==> src/apmx_regs.vh <==
/*
 * Register offsets, field positions, reset values and timing counts for the
 * link power-state exit forwarding block.
 * Assumes a 250 MHz core clock and a 32-bit Avalon-MM slave with byte offsets.
 */
`ifndef APMX_REGS_VH
`define APMX_REGS_VH

// =============================================================
// Register byte offsets
`define APMX_OFF_LINK_CAP      4'h0
`define APMX_OFF_LINK_CTRL     4'h4
`define APMX_OFF_LINK_STAT     4'h8
`define APMX_OFF_EXIT_STAT     4'hC

// =============================================================
// Field positions
`define APMX_CAP_SUPPORT_LSB   0
`define APMX_CAP_L0S_LAT_LSB   2
`define APMX_CAP_L1_LAT_LSB    5
`define APMX_CTRL_ENTRY_LSB    0
`define APMX_CTRL_CCLK_BIT     2
`define APMX_CTRL_RETRAIN_BIT  3
`define APMX_STAT_SCLK_BIT     0
`define APMX_EXIT_UP_BIT       0
`define APMX_EXIT_DN_LSB       1
`define APMX_EXIT_UP_L1_BIT    5
`define APMX_EXIT_DN_L1_LSB    6
`define APMX_EXIT_UP_LATE_BIT  10
`define APMX_EXIT_DN_LATE_BIT  11

// =============================================================
// Reset values
`define APMX_RST_ENTRY         2'h0
`define APMX_RST_CCLK          1'h0

// =============================================================
// Timing: forwarding deadline and the margin kept inside it
`define APMX_FWD_LIMIT_NS      1000
`define APMX_CLK_PERIOD_NS     4
`define APMX_FWD_LIMIT_CYC     (`APMX_FWD_LIMIT_NS / `APMX_CLK_PERIOD_NS)
`define APMX_FWD_DELAY_CYC     8'h04
// Forwarding limit in cycles, sized for the 8-bit supervision counters
`define APMX_FWD_LIMIT_CNT     8'hFA

`endif

==> src/apmx_fwd_lane.v <==
/*
 * One exit-forwarding lane: sees an exit start request and raises the exit
 * command for its link after a short fixed delay, well inside the deadline.
 * Assumes link state inputs synchronous to clk_i.
 */
`timescale 1ns/10ps
`include "apmx_regs.vh"

module apmx_fwd_lane (
  input  wire clk_i,
  input  wire arst_n_i,
  input  wire trig_i,
  input  wire link_l1_i,
  input  wire block_i,
  output reg  exit_o
);

  reg [7:0] cnt_reg;
  reg       pend_reg;

  // =============================================================
  // Pending exit and delay counter
  always @(posedge clk_i or negedge arst_n_i) begin
    if (!arst_n_i) begin
      pend_reg <= 1'b0;
      cnt_reg  <= 8'h00;
      exit_o   <= 1'b0;
    end else begin
      if (!link_l1_i || block_i) begin
        // Link left L1 or is held in low power: nothing to do
        pend_reg <= 1'b0;
        cnt_reg  <= 8'h00;
        exit_o   <= 1'b0;
      end else if (trig_i && !pend_reg) begin
        pend_reg <= 1'b1;
        cnt_reg  <= 8'h00;
      end else if (pend_reg && !exit_o) begin
        cnt_reg <= cnt_reg + 8'h01;
        if (cnt_reg >= `APMX_FWD_DELAY_CYC - 8'h01) begin
          exit_o <= 1'b1;
        end
      end
    end
  end

endmodule // apmx_fwd_lane

==> src/apmx_top.v <==
/*
 * Link power-state exit control for a switch: starts L1 exit on own traffic,
 * forwards exit across the switch, holds the power configuration bits.
 * Assumes link state, traffic and exit-detect inputs synchronous to clk_i;
 * the physical layer performs the actual exit once exit command is raised.
 */
// Chosen here: the register offsets and the Avalon-MM interface to the registers.
`timescale 1ns/10ps
`include "apmx_regs.vh"

module apmx_top #(
  parameter [1:0] SUPPORT_VAL   = 2'h3,
  parameter [2:0] L0S_LAT_SEP   = 3'h5,
  parameter [2:0] L0S_LAT_COM   = 3'h3,
  parameter [2:0] L1_LAT_SEP    = 3'h4,
  parameter [2:0] L1_LAT_COM    = 3'h2
) (
  input  wire        clk_i,
  input  wire        arst_n_i,
  input  wire [3:0]  avs_address_i,
  input  wire        avs_read_i,
  input  wire        avs_write_i,
  input  wire [31:0] avs_writedata_i,
  input  wire [3:0]  avs_byteenable_i,
  output reg  [31:0] avs_readdata_o,
  output reg         avs_waitrequest_o,
  input  wire        slot_clock_i,
  input  wire        up_link_l1_i,
  input  wire        up_exit_seen_i,
  input  wire        up_tx_pending_i,
  input  wire        retrain_done_i,
  input  wire [3:0]  dn_link_l1_i,
  input  wire [3:0]  dn_exit_seen_i,
  input  wire [3:0]  dn_tx_pending_i,
  input  wire [3:0]  dn_dstate_low_i,
  output reg         up_exit_o,
  output reg  [3:0]  dn_exit_o,
  output reg  [1:0]  lowpower_entry_enable_o,
  output reg         retrain_req_o
);

  reg  [1:0] lowpower_entry_enable_field_reg;
  reg        cclk_reg;
  reg        slot_clock_reg;
  reg        cclk_applied_reg;
  reg        ack_reg;
  reg [31:0] rdata_next;
  reg        up_fwd_seen_reg;
  reg  [3:0] dn_fwd_seen_reg;
  reg        up_dl_run_reg;
  reg        up_dl_run_next;
  reg  [7:0] up_dl_cnt_reg;
  reg  [7:0] up_dl_cnt_next;
  reg        up_late_reg;
  reg        up_late_next;
  reg        dn_dl_run_reg;
  reg        dn_dl_run_next;
  reg  [7:0] dn_dl_cnt_reg;
  reg  [7:0] dn_dl_cnt_next;
  reg  [3:0] dn_target_reg;
  reg  [3:0] dn_target_next;
  reg        dn_late_reg;
  reg        dn_late_next;

  wire       up_lane_exit;
  wire [3:0] dn_lane_exit;
  wire       any_dn_exit;
  wire [1:0] lowpower_support_field;
  wire [2:0] l0s_lat;
  wire [2:0] l1_lat;
  wire       acc;
  wire       wr;
  wire [3:0] dn_trig;
  wire       up_exit_begin;
  wire [3:0] dn_exit_begin;
  wire [3:0] dn_eligible;
  wire       dn_waiting;

  // =============================================================
  // Avalon slave: one wait state, answer on second edge
  assign acc = (avs_read_i || avs_write_i) && !ack_reg;
  assign wr  = avs_write_i && acc;

  always @(posedge clk_i or negedge arst_n_i) begin
    if (!arst_n_i) begin
      ack_reg           <= 1'b0;
      avs_waitrequest_o <= 1'b1;
    end else begin
      ack_reg           <= acc;
      avs_waitrequest_o <= !acc;
    end
  end

  // Support field is read-only; latency follows the applied clock mode
  assign lowpower_support_field = SUPPORT_VAL;
  assign l0s_lat = cclk_applied_reg ? L0S_LAT_COM : L0S_LAT_SEP;
  assign l1_lat  = cclk_applied_reg ? L1_LAT_COM  : L1_LAT_SEP;

  always @* begin
    rdata_next = 32'h00000000;
    case (avs_address_i)
      `APMX_OFF_LINK_CAP: begin
        rdata_next[`APMX_CAP_SUPPORT_LSB +: 2] = lowpower_support_field;
        rdata_next[`APMX_CAP_L0S_LAT_LSB +: 3] = l0s_lat;
        rdata_next[`APMX_CAP_L1_LAT_LSB +: 3]  = l1_lat;
      end
      `APMX_OFF_LINK_CTRL: begin
        rdata_next[`APMX_CTRL_ENTRY_LSB +: 2] = lowpower_entry_enable_field_reg;
        rdata_next[`APMX_CTRL_CCLK_BIT]       = cclk_reg;
      end
      `APMX_OFF_LINK_STAT: begin
        rdata_next[`APMX_STAT_SCLK_BIT] = slot_clock_reg;
      end
      `APMX_OFF_EXIT_STAT: begin
        rdata_next[`APMX_EXIT_UP_BIT]         = up_exit_o;
        rdata_next[`APMX_EXIT_DN_LSB +: 4]    = dn_exit_o;
        rdata_next[`APMX_EXIT_UP_L1_BIT]      = up_link_l1_i;
        rdata_next[`APMX_EXIT_DN_L1_LSB +: 4] = dn_link_l1_i;
        rdata_next[`APMX_EXIT_UP_LATE_BIT]    = up_late_reg;
        rdata_next[`APMX_EXIT_DN_LATE_BIT]    = dn_late_reg;
      end
      default: begin
        rdata_next = 32'h00000000;
      end
    endcase
  end

  // =============================================================
  // Configuration registers
  always @(posedge clk_i or negedge arst_n_i) begin
    if (!arst_n_i) begin
      lowpower_entry_enable_field_reg <= `APMX_RST_ENTRY;
      cclk_reg                        <= `APMX_RST_CCLK;
      cclk_applied_reg                <= `APMX_RST_CCLK;
      slot_clock_reg                  <= 1'b0;
      retrain_req_o                   <= 1'b0;
      avs_readdata_o                  <= 32'h00000000;
      lowpower_entry_enable_o         <= `APMX_RST_ENTRY;
    end else begin
      slot_clock_reg <= slot_clock_i;
      retrain_req_o  <= 1'b0;
      if (avs_read_i && acc) begin
        avs_readdata_o <= rdata_next;
      end
      if (wr && avs_address_i == `APMX_OFF_LINK_CTRL && avs_byteenable_i[0]) begin
        lowpower_entry_enable_field_reg <= avs_writedata_i[`APMX_CTRL_ENTRY_LSB +: 2];
        cclk_reg                        <= avs_writedata_i[`APMX_CTRL_CCLK_BIT];
        retrain_req_o                   <= avs_writedata_i[`APMX_CTRL_RETRAIN_BIT];
      end
      // Reported latency switches only once the link has retrained
      if (retrain_done_i) begin
        cclk_applied_reg <= cclk_reg;
      end
      lowpower_entry_enable_o <= lowpower_entry_enable_field_reg;
    end
  end

  // =============================================================
  // Exit forwarding lanes, triggered on exit activity, not on L0
  always @(posedge clk_i or negedge arst_n_i) begin
    if (!arst_n_i) begin
      up_fwd_seen_reg <= 1'b0;
      dn_fwd_seen_reg <= 4'h0;
    end else begin
      up_fwd_seen_reg <= up_exit_seen_i;
      dn_fwd_seen_reg <= dn_exit_seen_i;
    end
  end

  assign any_dn_exit = |dn_exit_seen_i;
  // Only own traffic or an upstream exit wakes a downstream link
  assign dn_trig = dn_tx_pending_i | {4{up_exit_seen_i}};

  apmx_fwd_lane u_up_lane (
    .clk_i     (clk_i),
    .arst_n_i  (arst_n_i),
    .trig_i    (up_tx_pending_i || any_dn_exit),
    .link_l1_i (up_link_l1_i),
    .block_i   (1'b0),
    .exit_o    (up_lane_exit)
  );

  genvar gi;
  generate
    for (gi = 0; gi < 4; gi = gi + 1) begin : g_dn
      apmx_fwd_lane u_dn_lane (
        .clk_i     (clk_i),
        .arst_n_i  (arst_n_i),
        .trig_i    (dn_trig[gi]),
        .link_l1_i (dn_link_l1_i[gi]),
        .block_i   (dn_dstate_low_i[gi]),
        .exit_o    (dn_lane_exit[gi])
      );
    end
  endgenerate

  always @(posedge clk_i or negedge arst_n_i) begin
    if (!arst_n_i) begin
      up_exit_o <= 1'b0;
      dn_exit_o <= 4'h0;
    end else begin
      up_exit_o <= up_lane_exit && up_link_l1_i;
      dn_exit_o <= dn_lane_exit & dn_link_l1_i & ~dn_dstate_low_i;
    end
  end

  // =============================================================
  // Exit deadline supervision
  // A new start of exit activity on one side opens a window counted in
  // core clock cycles; it closes once the other side's exit command is
  // raised or nothing is left to wake. Running past the limit sets a
  // sticky late flag in the exit status word, cleared only by reset.
  assign up_exit_begin = up_exit_seen_i && !up_fwd_seen_reg;
  assign dn_exit_begin = dn_exit_seen_i & ~dn_fwd_seen_reg;
  assign dn_eligible   = dn_link_l1_i & ~dn_dstate_low_i;
  assign dn_waiting    = |(dn_target_reg & dn_eligible & ~dn_exit_o);

  always @* begin
    up_dl_run_next = up_dl_run_reg;
    up_dl_cnt_next = up_dl_cnt_reg;
    up_late_next   = up_late_reg;
    if (!up_link_l1_i || up_exit_o) begin
      // Exit already commanded, or the link is out of L1
      up_dl_run_next = 1'b0;
      up_dl_cnt_next = 8'h00;
    end else if (|dn_exit_begin && !up_dl_run_reg) begin
      up_dl_run_next = 1'b1;
      up_dl_cnt_next = 8'h00;
    end else if (up_dl_run_reg) begin
      if (up_dl_cnt_reg >= `APMX_FWD_LIMIT_CNT) begin
        up_late_next   = 1'b1;
        up_dl_run_next = 1'b0;
      end else begin
        up_dl_cnt_next = up_dl_cnt_reg + 8'h01;
      end
    end
  end

  always @* begin
    dn_dl_run_next = dn_dl_run_reg;
    dn_dl_cnt_next = dn_dl_cnt_reg;
    dn_target_next = dn_target_reg;
    dn_late_next   = dn_late_reg;
    if (up_exit_begin && !dn_dl_run_reg) begin
      // Only links eligible at the start are owed an exit
      dn_dl_run_next = |dn_eligible;
      dn_dl_cnt_next = 8'h00;
      dn_target_next = dn_eligible;
    end else if (dn_dl_run_reg) begin
      if (!dn_waiting) begin
        dn_dl_run_next = 1'b0;
        dn_dl_cnt_next = 8'h00;
        dn_target_next = 4'h0;
      end else if (dn_dl_cnt_reg >= `APMX_FWD_LIMIT_CNT) begin
        dn_late_next   = 1'b1;
        dn_dl_run_next = 1'b0;
        dn_target_next = 4'h0;
      end else begin
        dn_dl_cnt_next = dn_dl_cnt_reg + 8'h01;
      end
    end
  end

  always @(posedge clk_i or negedge arst_n_i) begin
    if (!arst_n_i) begin
      up_dl_run_reg <= 1'b0;
      up_dl_cnt_reg <= 8'h00;
      up_late_reg   <= 1'b0;
      dn_dl_run_reg <= 1'b0;
      dn_dl_cnt_reg <= 8'h00;
      dn_target_reg <= 4'h0;
      dn_late_reg   <= 1'b0;
    end else begin
      up_dl_run_reg <= up_dl_run_next;
      up_dl_cnt_reg <= up_dl_cnt_next;
      up_late_reg   <= up_late_next;
      dn_dl_run_reg <= dn_dl_run_next;
      dn_dl_cnt_reg <= dn_dl_cnt_next;
      dn_target_reg <= dn_target_next;
      dn_late_reg   <= dn_late_next;
    end
  end

endmodule // apmx_top

==> config.mk <==
export PLATFORM = sky130hd
export DESIGN_NAME = apmx_top
export DESIGN_NICKNAME = d
export VERILOG_FILES = /design/src/apmx_fwd_lane.v /design/src/apmx_top.v
export VERILOG_INCLUDE_DIRS = /design/src /design/src/src
export SDC_FILE = /design/constraint.sdc
export NUM_CORES = 1
export LEC_CHECK = 0
export BUFFER_PORTS_ARGS = -buffer_cell sky130_fd_sc_hd__buf_2
export CORE_MARGIN = 2
export CORE_UTILIZATION = 54
export CTS_CLUSTER_SIZE = 20
export DETAILED_ROUTE_END_ITERATION = 8
export GPL_ROUTABILITY_DRIVEN = 0
export GPL_TIMING_DRIVEN = 0
export PLACE_DENSITY = 0.79
export RECOVER_POWER = 50
export SLEW_MARGIN = 20
export SYNTH_ARGS = -nofsm -noshare
export SYNTH_HDL_FRONTEND = slang
export SYNTH_HIERARCHICAL = 1
export SYNTH_SLANG_ARGS = --single-unit
==> constraint.sdc <==
create_clock -name clk_i -period 2.3 [get_ports clk_i]
set_input_delay 0.46 -clock clk_i [delete_from_list [all_inputs] [get_ports clk_i]]
set_output_delay 0.46 -clock clk_i [all_outputs]
set_load 0.01 [all_outputs]
; Word level (Yosys, flattened, before mapping)
; Cells that the tools add are included.
; Widths: inputs -> output; s select.
[op_classes]
reduce_logical = 79
order_cmp = 7
n_addsub = 7
n_mux = 72
bitwise_logic = 13
n_eq_ne = 15
[ops]
columns = op, count
row1 = $mux 8, 23
row2 = $add 8x1->8 const B, 7
row3 = $ge 8x2->1 const B, 5
row4 = $mux 1, 39
row5 = $reduce_bool 2->1, 13
row6 = $and 4x4->4, 6
row7 = $logic_not 1->1, 20
row8 = $mux 4, 5
row9 = $logic_and 1x1->1, 19
row10 = $ge 8x8->1 const B, 2
row11 = $reduce_or 4->1, 4
row12 = $reduce_and 3->1, 5
row13 = $reduce_bool 3->1, 5
row14 = $ne 2x1->1 const B, 7
row15 = $not 4->4, 3
row16 = $pmux 5 s2, 1
row17 = $eq 4x4->1 const B, 2
row18 = $reduce_and 4->1, 2
row19 = $logic_or 1x1->1, 7
row20 = $mux 3, 2
row21 = $ne 3x1->1 const B, 2
row22 = $ne 3x3->1 const B, 2
row23 = $pmux 2 s3, 1
row24 = $reduce_and 2->1, 3
row25 = other kinds (6), 8
[word_totals]
word_cells = 228
inputBits = 65
out_inout_bits = 41
reg_bits = 106

; Longest topological paths before layout
; Gate-level depths: netlist (run 1).
[depth]
word_depth = 8
ltp_mapped = 8
depth_no_buf = 7

; Cells and area by module
; The synthesis (run 1) kept the hierarchy.
[by_module_without_submodules]
columns = mod, instances, seq_area_each_um2, area_per_inst_um2, cells_per_inst
row1 = apmx_top, 1, 1402.6, 2783.9, 260
row2 = apmx_fwd_lane, 5, 250.2, 510.5, 50

; Worst setup path before layout (run 1)
; Ideal clock, no wire load.
[synth_timing]
kind = flip-flop to flip-flop
start = register up_dl_cnt_reg[0]
end = register up_dl_cnt_reg[2]
setup_ns = 0.126
path_stages_with_launch = 9
setup_slack_ns = 0.564
required_ns = 2.174
synth_period_minus_slack_ns = 1.736
n_path_buf = 1
arrival_ns = 1.610
path_cell_list = dfrtp_1 -> inv_1 -> ha_1 -> nor3_2 -> nor4_2 -> a21o_1 -> and2_4 -> buf_6 -> a221o_1
[synth_via]
elab_chain_len = 5
elab_cells_between_ends = 8
cone_classes = 1 x add/sub / 1 x order compare / 1 x eq/ne / 4 x mux / 1 x reduce/logical
[synth_lines]
columns = element, line
row1 = from (decl), apmx_top.v:52  ; reg [7:0] up_dl_cnt_reg;
row2 = from (signal assigned), apmx_top.v:275  ; up_dl_cnt_reg <= up_dl_cnt_next;
row3 = $add 8x1->8, apmx_top.v:234  ; up_dl_cnt_next = up_dl_cnt_reg + 8'h01;
row4 = $mux 8, apmx_top.v:230  ; if (up_dl_cnt_reg >= `APMX_FWD_LIMIT_CNT) begin
row5 = $mux 8, apmx_top.v:229  ; end else if (up_dl_run_reg) begin
row6 = $mux 8, apmx_top.v:226  ; end else if (|dn_exit_begin && !up_dl_run_reg) begin
row7 = $mux 8, apmx_top.v:222  ; if (!up_link_l1_i || up_exit_o) begin
; Parallel ways exist; a longest one is shown, timed or not. The select of a mux whose other input is x is not followed.
; A chain may end at the register's enable or synchronous reset.

; Worst setup path after layout (run 1)
; Same ends and word-level chain as after synthesis.

==> results of run 1 <==
-- critical path: cells and delay by family (launching register included) --
kind                     cells  cell delay, ps
buffers and inverters        2             180
AND/OR/NAND/NOR              3             440
adder cells (fa/ha/maj)      1             200
AO/OA/AOI/OAI                2             510
flip-flops                   1             420
-- cell usage after synthesis, types with 7 or more instances --
cell type / instances / area (um^2)
xnor2_1: 12 / 105
nor2b_1: 14 / 87.6
nor4_1: 7 / 43.8
nand3_1: 13 / 65.1
a22o_1: 7 / 61.3
dfrtp_1: 105 / 2630
mux2i_1: 7 / 70.1
o31ai_1: 8 / 60.1
or4_1: 10 / 75.1
nand2_1: 29 / 109
ha_1: 9 / 113
a21oi_1: 26 / 130
o21a_1: 11 / 82.6
nor2_1: 26 / 97.6
nor3_1: 10 / 50.1
buf_4: 20 / 150
inv_1: 36 / 135
or3_1: 17 / 106
o21ai_0: 23 / 115
-- cell families (layout without fill, tap and decap cells) --
kind of cell               Yosys count  after routing  synth area share [%]
muxes                                9              9                  1.74
xor gates and xnor gates            12             12                  1.97
other                                1             22                0.0703
buffers and inverters               62            131                  5.93
and+or+nand+nor                    178            178                  20.7
adders and majority gates            9              9                  2.11
AOI/OAI and AO/OA                  133            133                  17.8
DFF                                106            106                  49.7
-- routing by layer --
metal	routed length [um]	part of all wire, %
met5	0	0
met4	232	2.1
met1	4940	46
met3	440	4.1
met2	5200	48
-- through the flow --
| step | worst slack, ps | instances | area (um^2) | hold WS [ps] |
|---|---|---|---|---|
| floorplan | 564 | 531 | 5420 | 164 |
| global placement | -365 | 716 | 5840 | 374 |
| detailed placement | 350 | 717 | 5880 | 371 |
| CTS | 415 | 733 | 6090 | 33.6 |
| global route | 290 | 733 | 6080 | 176 |
| finish | 430 | 733 | 6080 | 203 |
-- where the power goes --
part / switching [mW] / internal [mW]
clock network: 0.646 / 0.546
registers: 0.0457 / 1.93
logic: 0.208 / 0.144
total: 0.899 / 2.62
-- worst max-delay path by stage --
stage | slack [ps] | end
CTS | 420 | up_dl_cnt_reg[2]
floorplan | 560 | up_dl_cnt_reg[2]
detailed placement | 350 | avs_readdata_o[7]
global route | 290 | up_dl_cnt_reg[2]
finish | 430 | up_dl_cnt_reg[2]
global placement | -370 | g_dn[0].u_dn_lane/cnt_reg[3]
-- area by class of cell --
cell class | instances | area share [%]
tap | 133 | 2.74
clock buffer | 10 | 2.27
sequential | 106 | 43.7
buffer | 26 | 2.99
multi-input combinational | 363 | 40.2
clock inverter | 6 | 1.24
timing repair buffer | 53 | 4.63
inverter | 36 | 2.22
-- placed cells by master (no fill, tap or decap), types with 14 or more instances in the layout --
cell     count
dfrtp_1    105
buf_2       46
inv_1       36
nand2_1     29
nor2_1      26
a21oi_1     26
o21ai_0     23
conb_1      22
buf_4       20
or3_1       17
nor2b_1     14
==> out/summary.txt, run 1 <==
==================================================================================================
Number of setup buffers added after CTS                                                          0
Met3 track demand over resource in global routing                                            3.83%
Number of detailed-routing iterations run before antenna repair                                  4
Cell Pwr Density                                                                       579 nW/um^2
Reg area                                                                                 2650 um^2
Ant diodes                                                                                       0
Wire length of the first global-routing pass                                              18100 um
Total count of hold-check failures in the final report                                           0
Final clock skew                                                                           9.57 ps
Standby leakage power                                                                      2.79 nW
Required time of the critical path                                                         2550 ps
Count of nets after finishing                                                                  669
Met2 demand-to-capacity share in global routing                                              36.5%
Initial Utilization                                                                          55.1%
Multi-input combinational cell area                                                      2440 um^2
Crit path max fanout                                                                             7
Per-instance average area after synthesis                                                10.5 um^2
EDFF count, synth                                                                                0
Y dimension of the die                                                                      103 um
Met1 GRT Util                                                                                27.6%
TritonCTS clock tree                                                                          done
Overflow left after global routing                                                               0
Worst min-delay path category                                                         primary input to flip-flop
Largest net degree at the start of global routing                                               57
Status                                                                                finished clean
Max reg flops                                                                                   32
Core outline area                                                                        9680 um^2
TritonCTS buffer count                                                                           9
R2r worst-path depth                                                                             8
Ys flop type                                                                               dfrtp_1
Worst setup path startpoint                                                           up_dl_cnt_reg[0]
Pins Over Slew Limit                                                                             0
Cell variety after synth                                                                        68
H-tree levels                                                                                    3
Most Crowded Layer GR                                                                         met2
Crit path kind                                                                        flip-flop to flip-flop
Worst hold path stage count                                                                      1
Post-DR wirelength/cell                                                                    14.7 um
WP data arrival                                                                            2120 ps
Count of input and output buffers                                                               52
Number of max-cap violations                                                                     0
End point of the most critical hold path                                              slot_clock_reg
Antenna violations before repair                                                                 0
Vias per std cell                                                                             5.60
Final Routed Wirelength                                                                   10800 um
Sink count of the clock tree                                                                   106
Clock Tree Root                                                                           clkbuf_8
Cells along the critical path                                                         inv_1 -> ha_1 -> nor3_2 -> nor4_2 -> a21o_1 -> and2_4 -> buf_6 -> a221o_1
Number of gates given a new drive strength after cts                                             0
Startpoint of the lowest-slack register-to-register path                              up_dl_cnt_reg[0]
Number of warnings printed during yosys synthesis                                                6
Synthesis-to-finish area growth                                                              13.9%
Worst relative slew slack                                                                    12.1%
Setup TNS after final layout                                                                  0 ps
Synthesized instance count                                                                     510
Vias in the first global route                                                                4029
Clock transition time at the flip-flop clock pins of the worst setup and hold paths         100 ps
Fraction of the yosys area taken by sequential cells                                         49.7%
Min cycle time layout                                                                      1870 ps
Number of design rule violations left after detail routing                                       0
Kind of start point of the critical path                                                 flip-flop
Kind of end point of the critical path                                                   flip-flop
Synthesis-stage register bit count                                                             106
Crit path max-delay cell type                                                              dfrtp_1
Total of fill cells in the finished design                                                     807
Residual antenna-violating net count after detailed routing                                      0
Reg2Reg Setup Slack                                                                         430 ps
Share of synthesized flip-flops with an asynchronous set or reset                             100%
Worst R2R End                                                                         up_dl_cnt_reg[2]
Die ar.                                                                                 10700 um^2
Floorplan die width                                                                         103 um
Post-layout util                                                                             62.7%
Setup-failing EPs final                                                                          0
Std-Cell Rows                                                                                   36
Number of vias in the routed layout                                                           4105
Post-Syn Area                                                                            5340 um^2
Origin of the worst min-delay path                                                    slot_clock_i
I/O Pins                                                                                       106
Max rail drop VDD                                                                           391 uV
Number of buffers on the longest clock path                                                      2
Highest cell delay on the worst timing path                                                 420 ps
Number of hold buffers added after cts                                                           0
Tot GR Track Use                                                                             21.4%
Tightest Pin Transition                                                                    1320 ps
RSZ-0062 raised after global routing                                                            no
Overall power after layout                                                                 3.52 mW
Number of DRC markers in iteration 0                                                           225
Share of the clock period used by the worst path                                             81.3%
HPWL reported at the end of detailed placement                                             7970 um
Proportion of layout cells with a drive suffix above 1                                       18.5%
Clock latency on the worst-skew pair                                                        370 ps
Peak Freq                                                                                  535 MHz
==================================================================================================
Note: power is estimated with default switching activity, not from simulation.
==> run 2, diff against run 1 <==
CORE_UTILIZATION = 50   (was 54)
PLACE_DENSITY = 0.77   (was 0.79)
clock period = 1.7 ns   (was 2.3 ns; I/O delays follow)
==> run 2 against run 1 <==
  * Clock-buffer cell count increased by 2
  * Register-to-register slack got worse by 330 ps
  * Final cell count increased by 1.8%
  * Worst setup slack got worse by 330 ps
  * Sequential share of layout area decreased by 0.92 points
  * Power increased by 35%
  * Cell area increased by 2.2%
  * Sequential power increased by 36%
  * Clock skew increased by 2.9 ps
  * Clock power increased by 32%
  * Flip-flop and latch count unchanged
  * Utilization decreased by 2.6 points
  * Largest power group unchanged
==> out/summary.txt, run 2 (same netlist as run 1, synthesis figures left out) <==
==================================================================================================
TritonCTS clock tree                                                                          done
Tightest Pin Transition                                                                     732 ps
Min cycle time layout                                                                      1600 ps
Wire length of the first global-routing pass                                              18800 um
Proportion of layout cells with a drive suffix above 1                                       21.0%
Required time of the critical path                                                         1950 ps
Clock latency on the worst-skew pair                                                        380 ps
Ant diodes                                                                                       0
TritonCTS buffer count                                                                           9
Post-DR wirelength/cell                                                                    15.0 um
Die ar.                                                                                 11500 um^2
Standby leakage power                                                                      2.86 nW
Number of DRC markers in iteration 0                                                           186
Final Routed Wirelength                                                                   11200 um
Pins Over Slew Limit                                                                             0
H-tree levels                                                                                    3
Number of buffers on the longest clock path                                                      2
Max reg flops                                                                                   32
Share of the clock period used by the worst path                                             94.2%
Core outline area                                                                       10300 um^2
Status                                                                                finished clean
Residual antenna-violating net count after detailed routing                                      0
Kind of end point of the critical path                                                   flip-flop
Vias per std cell                                                                             5.54
Tot GR Track Use                                                                             20.7%
Crit path max-delay cell type                                                              o311a_4
Worst setup margin                                                                         99.2 ps
Cells along the critical path                                                         inv_1 -> ha_1 -> o311a_4 -> o31ai_2 -> o32ai_1
HPWL reported at the end of detailed placement                                             8160 um
Std-Cell Rows                                                                                   37
Y dimension of the die                                                                      107 um
Overflow left after global routing                                                               0
Floorplan die width                                                                         107 um
Peak Freq                                                                                  625 MHz
Setup-failing EPs final                                                                          0
Total count of hold-check failures in the final report                                           0
Initial Utilization                                                                          51.7%
Placed cell count                                                                              720
Vias in the first global route                                                                4082
Clock transition time at the flip-flop clock pins of the worst setup and hold paths         100 ps
Largest net degree at the start of global routing                                               66
Kind of start point of the critical path                                                 flip-flop
Worst min-delay path category                                                         primary input to flip-flop
Reg area                                                                                 2660 um^2
WP data arrival                                                                            1850 ps
Pre-CTS setup slack                                                                        -160 ps
Most frequent cells in the layout                                                     104 x dfrtp_1, 47 x buf_2, 36 x inv_1
Max rail drop VDD                                                                           587 uV
Number of standard cells in the layout, taps in and fillers out                                746
Sink count of the clock tree                                                                   106
Count of nets after finishing                                                                  679
Most common cell after layout, fill and taps aside                                         dfrtp_1
Clock Tree Root                                                                           clkbuf_8
Final clock skew                                                                           12.4 ps
Number of design rule violations left after detail routing                                       0
Number of max-cap violations                                                                     0
Synthesis-to-finish area growth                                                              16.4%
I/O Pins                                                                                       106
Worst relative slew slack                                                                    51.2%
Antenna violations before repair                                                                 0
Crit path kind                                                                        flip-flop to flip-flop
Highest cell delay on the worst timing path                                                 420 ps
Crit path max fanout                                                                             6
Number of vias in the routed layout                                                           4132
Multi-input combinational cell area                                                      2520 um^2
Count of input and output buffers                                                               52
Cell Pwr Density                                                                       764 nW/um^2
Total of fill cells in the finished design                                                     862
Number of detailed-routing iterations run before antenna repair                                  5
RSZ-0062 raised after global routing                                                            no
==================================================================================================
## run 2: cell type report
cell class / instances / share of cell area [%]
Tap cell: 136 / 2.74
Timing Repair Buffer: 65 / 5.86
Clock inverter: 4 / 0.826
Multi-Input combinational cell: 363 / 40.6
Sequential cell: 106 / 42.8
Clock buffer: 12 / 2.34
Inverter: 36 / 2.18
Buffer: 24 / 2.70
## run 2: metrics by stage
step	util (%)	hold WS (ps)	setup TNS (ps)	area (um^2)	total power, mW
2_1_floorplan	-	44.4	0	5420	2.99
3_3_place_gp	56.6	366	-90730	5850	3.17
3_5_place_dp	57.0	289	-1160	5880	3.20
4_1_cts	59.7	58.3	-22.5	6160	4.78
5_1_grt	60.2	39.5	0	6210	4.98
6_report	60.2	63.2	0	6210	4.74
## run 2: final timing paths
check                                                   start                    endpoint  slack, ps  depth (start not counted)
setup / recovery                             dn_dl_cnt_reg[0]            dn_dl_cnt_reg[2]        100                          5
hold / removal                                   slot_clock_i              slot_clock_reg         60                          1
setup reg to reg                             dn_dl_cnt_reg[0]            dn_dl_cnt_reg[2]        100                          5
hold reg to reg            lowpower_entry_enable_field_reg[1]  lowpower_entry_enable_o[1]        390                          0
max in group asynchronous                            arst_n_i            dn_dl_cnt_reg[1]        360                          3
min in group asynchronous                            arst_n_i            up_dl_cnt_reg[1]        420                          2
## run 2: layer usage
layer	share of wire, %	vias up	global-route usage (%)
met4	1.0	0	5.29
met5	0	-	0
met1	44	2010	26.5
met2	49	87	34.9
met3	5.7	11	5.69
li1	-	2024	-
## run 2: repair_timing
| item | in CTS | in global routing |
|---|---|---|
| hold buffers | 1 | 0 |
| setup endpoints to repair | 7 | 14 |
| setup buffers | 7 | 4 |
| gates resized for setup | 6 | 8 |
| pin swaps | 4 | 4 |
| hold endpoints to repair | 41 | 0 |
## run 2: worst max-delay path: cells and delay by family (launching register included)
| kind | cells | cell delay (ps) |
|---|---|---|
| AO/OA/AOI/OAI | 3 | 750 |
| flip-flops | 1 | 410 |
| buffers and inverters | 1 | 60 |
| adder cells (fa/ha/maj) | 1 | 250 |
## run 2: report_power, final
group	total [mW]	switching [mW]	internal (mW)
logic	0.502	0.291	0.211
registers	2.67	0.0614	2.61
clock network	1.57	0.851	0.723
